--- src/rtl/macrocell_map.svh ---
// register offsets, field positions, reset values and timing counts
`ifndef MACROCELL_MAP_SVH
`define MACROCELL_MAP_SVH

// register byte offsets; product terms 0..9 sit at 4*n from base
`define OFS_PTERM_BASE 8'h00
`define OFS_CONFIG 8'h28
`define OFS_SPLIT 8'h2C
`define OFS_STATUS 8'h30
`define IDX_PTERM_LAST 6'h09
`define IDX_CONFIG 6'h0A
`define IDX_SPLIT 6'h0B
`define IDX_STATUS 6'h0C

// config register field positions
`define CFG_INVERT 0
`define CFG_TYPE_LO 1
`define CFG_OUTSEL_LO 4
`define CFG_FBSEL_LO 6
`define CFG_TRISTATE 8
`define CFG_STANDBY_EN 9

// register type codes; any other code is the combinatorial path
`define TYPE_D 3'h0
`define TYPE_T 3'h1
`define TYPE_JK 3'h2
`define TYPE_SR 3'h3
`define TYPE_COMB 3'h7

// output and feedback selector codes
`define OUT_REG 2'h2
`define OUT_COMB 2'h3
`define FB_REG 2'h2
`define FB_PIN 2'h3

// erased-state reset values: every control bit connected
`define PTERM_RESET 16'hFFFF
`define CONFIG_RESET 10'h3FF
`define SPLIT_RESET 8'hFF

// timing
`define CLK_PERIOD_NS 10
`define STANDBY_NS 100
`define WAKE_NS 25
`define STANDBY_CYC (`STANDBY_NS / `CLK_PERIOD_NS)
`define WAKE_CYC ((`WAKE_NS + `CLK_PERIOD_NS - 1) / `CLK_PERIOD_NS)

// axi responses
`define RESP_OKAY 2'h0
`define RESP_SLVERR 2'h2

`endif

--- src/rtl/macrocell_pkg.sv ---
// types shared by the macrocell block
package macrocell_pkg;

  typedef enum logic [1:0] {
    PWR_ACTIVE,
    PWR_STANDBY,
    PWR_WAKING
  } pwr_state_t;

  typedef struct packed {
    logic awvalid;
    logic [7:0] awaddr;
    logic wvalid;
    logic [31:0] wdata;
    logic [3:0] wstrb;
    logic bready;
    logic arvalid;
    logic [7:0] araddr;
    logic rready;
  } axi_req_t;

  typedef struct packed {
    logic awready;
    logic wready;
    logic bvalid;
    logic [1:0] bresp;
    logic arready;
    logic rvalid;
    logic [31:0] rdata;
    logic [1:0] rresp;
  } axi_rsp_t;

  typedef struct packed {
    axi_rsp_t rsp;
    logic [7:0] aw_addr;
    logic [31:0] w_data;
    logic [3:0] w_strb;
    logic [9:0][15:0] pterm;
    logic [9:0] config_bits;
    logic [7:0] split;
    logic q;
    logic pin_drive;
    logic pin_oe;
    logic [6:0] ded_prev;
    logic pin_prev;
    logic left_prev;
    logic right_prev;
    logic term_clk_prev;
    pwr_state_t pwr;
    logic [3:0] idle;
    logic [1:0] wake_cnt;
  } cell_state_t;

endpackage : macrocell_pkg

--- src/rtl/pld_macrocell_config.sv ---
// one programmable macrocell with its standby controller and axi4-lite regs
//
// Behaviour
// - ten product terms: eight sum, clear, oe/clock
// - both literals false, none ignored, empty true
// - left cells left clock, right cells right
// - invert bit flips every sum into register
// - selectable T, D, JK, SR or combinatorial
// - true clear term zeroes register immediately
// - register cleared at power-up
// - D/T: all eight terms ORed
// - JK/SR: terms split between two ORs
// - output from register, sum, or none
// - feedback from register, pin, or none
// - sum feedback builds wider functions
// - no output plus pin feedback: input
// - enable/clock mode chosen per macrocell
// - mode 0: drive only while term true
// - mode 0: synchronous clock, gated output
// - mode 1: always driven, term clocks register
// - standby after 100 ns quiet, wake on change
// - waking adds 25 ns to pin-output propagation, rounded up to 3 clock cycles (30 ns); register and sum outputs both hold while waking
// - no penalty once already active
// - speed priority programmed: never standby
// - erased cell: comb, active low, pin feedback
// - erased control bits read one
`timescale 1ns/1ns
`include "macrocell_map.svh"

module pld_macrocell_config
  import macrocell_pkg::*;
#(
  parameter bit RIGHT_HALF = 1'b0
) (
  input wire logic clock_in,
  input wire logic rst_n_in,
  input wire logic sync_clock_left_in,
  input wire logic sync_clock_right_in,
  input wire logic [6:0] array_in,
  input wire logic pin_in,
  output logic pin_out,
  output logic pin_oe_out,
  input wire axi_req_t axi_req_in,
  output axi_rsp_t axi_rsp_out
);

  localparam logic [3:0] STANDBY_LEN = 4'(`STANDBY_CYC);
  localparam logic [1:0] WAKE_LEN = 2'(`WAKE_CYC);

  cell_state_t s;
  cell_state_t next_s;

  logic chg;
  logic [7:0] sig;
  logic [9:0] pt;
  logic sum_d;
  logic sum_j;
  logic sum_k;
  logic clr;
  logic term_clk;
  logic cap;
  logic [2:0] rtype;
  logic is_comb;

  function automatic logic term_eval(input logic [15:0] conn,
                                     input logic [7:0] x);
    logic r;
    r = 1'b1;
    for (int i = 0; i < 8; i++) begin
      if (conn[2*i] && !x[i]) begin
        r = 1'b0;
      end
      if (conn[2*i+1] && x[i]) begin
        r = 1'b0;
      end
    end
    return r;
  endfunction : term_eval

  // byte-lane merge for writes
  function automatic logic [31:0] merge(input logic [31:0] old,
                                        input logic [31:0] data,
                                        input logic [3:0] strb);
    logic [31:0] r;
    r = old;
    for (int b = 0; b < 4; b++) begin
      if (strb[b]) begin
        r[8*b +: 8] = data[8*b +: 8];
      end
    end
    return r;
  endfunction : merge

  // register read decode; unmapped answers slverr with zero
  function automatic logic [33:0] read_word(input cell_state_t st,
                                            input logic [7:0] addr);
    logic [5:0] idx;
    logic [33:0] r;
    idx = addr[7:2];
    r = {`RESP_OKAY, 32'h00000000};
    if (idx <= `IDX_PTERM_LAST) begin
      r[15:0] = st.pterm[4'(idx)];
    end else if (idx == `IDX_CONFIG) begin
      r[9:0] = st.config_bits;
    end else if (idx == `IDX_SPLIT) begin
      r[7:0] = st.split;
    end else if (idx == `IDX_STATUS) begin
      r[4:0] = {st.pwr == PWR_WAKING, st.pwr == PWR_STANDBY,
                st.pin_oe, st.pin_drive, st.q};
    end else begin
      r[33:32] = `RESP_SLVERR;
    end
    return r;
  endfunction : read_word

  // cell datapath, standby controller and bus slave
  always_comb begin
    logic [31:0] wr;
    logic [5:0] widx;
    logic [1:0] outsel;
    logic [1:0] fbsel;
    logic fb;
    logic inv;
    logic tristate;
    logic sync_now;
    logic sync_prev;
    logic drive_val;
    logic [33:0] rd;
    wr = 32'h00000000;
    widx = s.aw_addr[7:2];
    rd = 34'h0;
    fb = 1'b0;
    drive_val = 1'b0;
    sync_now = 1'b0;
    sync_prev = 1'b0;
    next_s = s;
    rtype = s.config_bits[`CFG_TYPE_LO +: 3];
    outsel = s.config_bits[`CFG_OUTSEL_LO +: 2];
    fbsel = s.config_bits[`CFG_FBSEL_LO +: 2];
    inv = s.config_bits[`CFG_INVERT];
    tristate = s.config_bits[`CFG_TRISTATE];
    is_comb = !(rtype == `TYPE_D || rtype == `TYPE_T ||
                rtype == `TYPE_JK || rtype == `TYPE_SR);

    if (fbsel == `FB_PIN) begin
      fb = pin_in;
    end else if (fbsel == `FB_REG) begin
      fb = s.q;
    end else begin
      fb = 1'b0;
    end
    sig = {fb, array_in};

    for (int i = 0; i < 10; i++) begin
      pt[i] = term_eval(s.pterm[i], sig);
    end
    clr = pt[8];
    term_clk = pt[9];

    sum_d = (|pt[7:0]) ^ inv;
    sum_j = (|(pt[7:0] & s.split)) ^ inv;
    sum_k = (|(pt[7:0] & ~s.split)) ^ inv;

    sync_now = RIGHT_HALF ? sync_clock_right_in : sync_clock_left_in;
    sync_prev = RIGHT_HALF ? s.right_prev : s.left_prev;
    // term clocks register in mode 1
    if (tristate) begin
      cap = sync_now && !sync_prev;
    end else begin
      cap = term_clk && !s.term_clk_prev;
    end
    next_s.left_prev = sync_clock_left_in;
    next_s.right_prev = sync_clock_right_in;
    next_s.term_clk_prev = term_clk;

    if (is_comb) begin
      next_s.q = sum_d;
    end else if (cap) begin
      case (rtype)
        `TYPE_D: next_s.q = sum_d;
        `TYPE_T: next_s.q = s.q ^ sum_d;
        `TYPE_JK: begin
          if (sum_j && sum_k) begin
            next_s.q = !s.q;
          end else if (sum_j || sum_k) begin
            next_s.q = sum_j;
          end
        end
        `TYPE_SR: begin
          if (sum_j != sum_k) begin
            next_s.q = sum_j;
          end
        end
        default: next_s.q = s.q;
      endcase
    end
    if (clr) begin
      next_s.q = 1'b0;
    end

    if (outsel == `OUT_COMB) begin
      drive_val = sum_d;
    end else begin
      drive_val = s.q;
    end

    // input activity for the standby controller
    chg = (array_in != s.ded_prev) || (pin_in != s.pin_prev) ||
          (sync_clock_left_in != s.left_prev) ||
          (sync_clock_right_in != s.right_prev);
    next_s.ded_prev = array_in;
    next_s.pin_prev = pin_in;

    case (s.pwr)
      PWR_ACTIVE: begin
        if (chg) begin
          next_s.idle = 4'h0;
        end else if (s.idle != STANDBY_LEN) begin
          next_s.idle = s.idle + 4'h1;
        end
        // a saturated count still means quiet long enough
        if (s.config_bits[`CFG_STANDBY_EN] && !chg &&
            s.idle >= STANDBY_LEN - 4'h1) begin
          next_s.pwr = PWR_STANDBY;
          next_s.idle = 4'h0;
        end
      end
      PWR_STANDBY: begin
        if (!s.config_bits[`CFG_STANDBY_EN]) begin
          next_s.pwr = PWR_ACTIVE;
        end else if (chg) begin
          next_s.pwr = PWR_WAKING;
          next_s.wake_cnt = WAKE_LEN - 2'h1;
        end
      end
      PWR_WAKING: begin
        if (s.wake_cnt == 2'h0) begin
          next_s.pwr = PWR_ACTIVE;
        end else begin
          next_s.wake_cnt = s.wake_cnt - 2'h1;
        end
      end
      default: next_s.pwr = PWR_ACTIVE;
    endcase

    // pin updates only stall while waking
    if (s.pwr != PWR_WAKING) begin
      next_s.pin_drive = drive_val;
      // mode 0 gated by term; no output is input
      next_s.pin_oe = outsel[1] && (!tristate || term_clk);
    end

    // write channels, static config via registers
    if (s.rsp.awready && axi_req_in.awvalid) begin
      next_s.aw_addr = axi_req_in.awaddr;
      next_s.rsp.awready = 1'b0;
    end
    if (s.rsp.wready && axi_req_in.wvalid) begin
      next_s.w_data = axi_req_in.wdata;
      next_s.w_strb = axi_req_in.wstrb;
      next_s.rsp.wready = 1'b0;
    end
    if (!s.rsp.bvalid && !s.rsp.awready && !s.rsp.wready) begin
      next_s.rsp.bvalid = 1'b1;
      next_s.rsp.bresp = `RESP_OKAY;
      if (widx <= `IDX_PTERM_LAST) begin
        wr = merge({16'h0000, s.pterm[4'(widx)]}, s.w_data, s.w_strb);
        next_s.pterm[4'(widx)] = wr[15:0];
      end else if (widx == `IDX_CONFIG) begin
        wr = merge({22'h0, s.config_bits}, s.w_data, s.w_strb);
        next_s.config_bits = wr[9:0];
      end else if (widx == `IDX_SPLIT) begin
        wr = merge({24'h000000, s.split}, s.w_data, s.w_strb);
        next_s.split = wr[7:0];
      end else if (widx != `IDX_STATUS) begin
        next_s.rsp.bresp = `RESP_SLVERR;
      end
    end
    if (s.rsp.bvalid && axi_req_in.bready) begin
      next_s.rsp.bvalid = 1'b0;
      next_s.rsp.awready = 1'b1;
      next_s.rsp.wready = 1'b1;
    end

    // read channel
    if (s.rsp.arready && axi_req_in.arvalid) begin
      rd = read_word(s, axi_req_in.araddr);
      next_s.rsp.rdata = rd[31:0];
      next_s.rsp.rresp = rd[33:32];
      next_s.rsp.rvalid = 1'b1;
      next_s.rsp.arready = 1'b0;
    end
    if (s.rsp.rvalid && axi_req_in.rready) begin
      next_s.rsp.rvalid = 1'b0;
      next_s.rsp.arready = 1'b1;
    end
  end

  // state register; erased defaults at reset
  always_ff @(posedge clock_in or negedge rst_n_in) begin
    if (!rst_n_in) begin
      s <= '0;
      s.rsp.awready <= 1'b1;
      s.rsp.wready <= 1'b1;
      s.rsp.arready <= 1'b1;
      s.pterm <= {10{`PTERM_RESET}};
      s.config_bits <= `CONFIG_RESET;
      s.split <= `SPLIT_RESET;
      s.pwr <= PWR_ACTIVE;
    end else begin
      s <= next_s;
    end
  end

  assign pin_out = s.pin_drive;
  assign pin_oe_out = s.pin_oe;
  assign axi_rsp_out = s.rsp;
endmodule : pld_macrocell_config

--- config.mk ---
export PLATFORM = sky130hd
export DESIGN_NAME = pld_macrocell_config
export DESIGN_NICKNAME = d
export VERILOG_FILES = /design/src/rtl/macrocell_pkg.sv /design/src/rtl/pld_macrocell_config.sv
export VERILOG_INCLUDE_DIRS = /design/src /design/src/rtl
export SDC_FILE = /design/constraint.sdc
export NUM_CORES = 1
export LEC_CHECK = 0
export ABC_AREA = 1
export BUFFER_PORTS_ARGS = -buffer_cell sky130_fd_sc_hd__buf_2
export CORE_MARGIN = 2
export CORE_UTILIZATION = 40
export DETAILED_ROUTE_END_ITERATION = 8
export HOLD_SLACK_MARGIN = 0.02
export PLACE_DENSITY_LB_ADDON = 0.08
export SYNTH_ARGS = -nofsm -noshare
export SYNTH_HDL_FRONTEND = slang
export SYNTH_SLANG_ARGS = --single-unit
--- constraint.sdc ---
create_clock -name clock_in -period 6.3 [get_ports clock_in]
set_clock_uncertainty 0.05 [all_clocks]
set_input_delay 1.575 -clock clock_in [delete_from_list [all_inputs] [get_ports clock_in]]
set_output_delay 1.575 -clock clock_in [all_outputs]
set_load 0.01 [all_outputs]
==> run summary <==
P per Cell Area: 431 mW/mm2
Critical Path RT: 6.73 ns
H-tree depth: 1
R2r endpoint: s[21]
Combinational power share: 34.1%
Share of the synthesized area in the top cell type: 32.9%
Grt met3 use: 5.27%
Layout filler cell count: 3693
Most used DFF post-synth: dfstp_2
FF-to-FF path depth: 17
Num CTS Buffers: 30
# rows: 69
Number of global-route vias before repair: 13100
Total gr overflow: 0
Final hold vios: 0
Unrepaired setup endpoints after global routing: no
Least-Margin Pin Slew: 1.18 ns
Post-cts resize count: 0
Mapped Area: 0.0144 mm2
Routed vias: 13600
Worst path most repeated cell: inv_1
Switch Pwr: 2.85 mW
Max Cap Viol: 0
P_leak: 6.36 nW
# hold bufs at CTS: 0
CP max FO: 21
Root Buffer: clkbuf_16
Die Footprint: 0.0376 mm2
Final setup viols: 0
Die Y: 194 um
Cells after DPL: 2298
Wire length per cell: 23.6 um
Peak per-stage delay on the critical path: 0.75 ns
Cell Int Power: 4.05 mW
Largest net degree at the start of global routing: 116
Min-Delay Path Class: flip-flop to flip-flop
Layer with the highest usage: met2
Post-CTS setup buffer count: 0
CTS clk-pin slew, worst paths: 0.06 ns
Finished Layout Cells: 2356
Worst endpoint data arrival time: 4.50 ns
Drt pass-1 iters: 7
Grt met2 use: 43.0%
Register area share after synthesis: 44.4%
Synthesized area per cell: 7.78 um2
Maximum clock path buffer count: 3
Synth area leader: dfstp_2
Dpl hpwl: 38.5 mm
Clock sink count: 247
Clk Latency, worst-skew pair: 0.57 ns
Synthesis-stage register bit count: 247
FF-to-FF Start: s[164]
Synth async-reset ratio: 100%
Starting Density: 40.6%
Post-route DRC: 0
Slowest stage cell, crit path: inv_1
Endpoint class of the critical path: flip-flop
Final wirelength: 55.6 mm
Cell variety after synth: 58
Die W: 194 um
Commonest non-fill, non-tap cells in the layout: nand2_1 (446), inv_1 (204), dfstp_2 (181)
CP Depth: 8
Sw Share: 41.3%
Grt met1 use: 41.2%
R2r setup slk: 3.26 ns
Worst setup path class: input port to flip-flop
Cells after Synth: 1856
Power consumption: 6.90 mW
Final min period: 4.07 ns
Sequential share of power: 37.0%
Nets@finish: 1946
Buf/Inv on CP: 4
Initial antenna violation count: 2
Synth top area cells: dfstp_2 (33%), nand2_1 (12%), dfrtp_1 (11%)
Core Region: 0.0356 mm2
Num ports: 112
Area occupied by multi-input gates: 0.00652 mm2
Clock group share of total power: 28.9%
Max VDD drop: 0.396 mV
Port-buffer cells: 71
Tcrit/Tclk final: 64.6%
First-pass GRT wire length: 83.6 mm
Register area: 0.00641 mm2
Status: finished clean
Share of post-route cells with drive strength above 1: 21.5%
Gpl congestion: 0.925
Slew Viols, Final: 0
ANT nets after route: 0
Number of synthesized flops with an enable pin: 0
Relative slew slack: 21.3%
Detailed router's first-iteration violation count: 1395
Max Clk Rate: 246 MHz
Crit path launch: axi_req_in[5]
CP top delay family: buffers and inverters
Total track usage: 29.2%
Yosys warns: 0
Critical path, cell by cell: buf_2 -> inv_1 -> a21oi_1 -> nor2_1 -> inv_1 -> nor2_1 -> inv_1 -> o21ai_0
Worst setup endpoint: axi_rsp_out[12]
Critical path launch point type: input port
CTS tree: yes
Setup_tns: 0 ns
Routed vias/inst: 5.76
Leading cell type in the layout, fill and taps excluded: nand2_1
P&R area growth vs syn: 11.0%
## registers in the layout, indices dropped and copies added (netlist names)
name	flops
axi_rsp_out	23
pin_oe_out	1
s	219
rtype	3
pin_out	1
## Yosys cell counts, types with 7 or more instances
| master | count |
|---|---|
| nand2_1 | 446 |
| inv_1 | 204 |
| dfstp_2 | 181 |
| nand3_1 | 136 |
| o21ai_1 | 125 |
| o21ai_0 | 113 |
| nor2_1 | 101 |
| o22ai_1 | 69 |
| dfrtp_1 | 66 |
| a21oi_1 | 52 |
| buf_4 | 52 |
| buf_2 | 38 |
| clkbuf_1 | 31 |
| nand4_1 | 29 |
| inv_2 | 23 |
| o2111ai_1 | 22 |
| nor3_1 | 14 |
| a22oi_1 | 13 |
| a221oi_1 | 10 |
| a211oi_1 | 9 |
| a221oi_2 | 9 |
| o211ai_2 | 9 |
| ha_1 | 8 |
| o211ai_1 | 8 |
| a31oi_1 | 7 |
| o221ai_1 | 7 |
## through the flow
step	util, %	hold slack (ns)	setup slack, ns	area [um2]
floorplan	-	0.403	2.62	14500
global placement	41.8	0.414	1.88	14900
detailed placement	41.8	0.417	1.82	14900
CTS	45.0	0.430	2.39	16000
global route	45.0	0.440	2.15	16000
finish	45.1	0.425	2.23	16000
## kinds of logic after synthesis
group           share of synthesized area (%)
xor+xnor                                0.485
flops                                    44.4
other cells                            0.0260
fa+ha+maj                               0.693
buf+inv                                  11.0
simple gates                             22.6
compound gates                           20.5
mux                                     0.312
## worst min path at each step
stage	to	slack, ns	depth (start not counted)	from
2_1_floorplan	axi_rsp_out[1]	0.40	2	axi_rsp_out[1]
3_3_place_gp	s[95]	0.41	2	s[95]
3_5_place_dp	axi_rsp_out[14]	0.42	2	axi_rsp_out[14]
4_1_cts	s[172]	0.43	2	s[172]
5_1_grt	s[95]	0.44	2	s[95]
6_report	s[95]	0.42	2	s[95]
## worst reg2reg max path: cells and delay by family (launching register included)
family | cells | cell delay [ns]
buffers and inverters | 3 | 0.16
AO/OA/AOI/OAI | 3 | 0.66
XOR/XNOR | 1 | 0.20
flip-flops | 1 | 0.51
AND/OR/NAND/NOR | 9 | 1.07
adder cells (fa/ha/maj) | 1 | 0.26
## final cells by class
cell class / count / share of cell area [%]
diodes: 2 / 0.0312
clock buffers: 37 / 5.36
clock inverters: 19 / 1.79
inverters: 230 / 5.42
multi-input cells: 1270 / 40.7
flip-flops and latches: 247 / 40.0
well taps: 461 / 3.60
repair buffers: 90 / 3.17
## power by group through the flow
stage	registers, mW	logic, mW	clock network, mW
2_1_floorplan	2.38	1.64	0
3_5_place_dp	2.56	2.31	0
5_1_grt	2.60	2.56	2.08
4_1_cts	2.54	2.32	2.03
3_3_place_gp	2.55	2.29	0
6_report	2.55	2.35	2.00
## metal layers
| metal | vias to the layer above | part of all wire (%) |
|---|---|---|
| met1 | 6506 | 44 |
| met5 | - | 0.020 |
| met3 | 173 | 7.7 |
| li1 | 6283 | - |
| met2 | 604 | 42 |
| met4 | 2 | 5.8 |
Note: power is estimated with default switching activity, not from simulation.
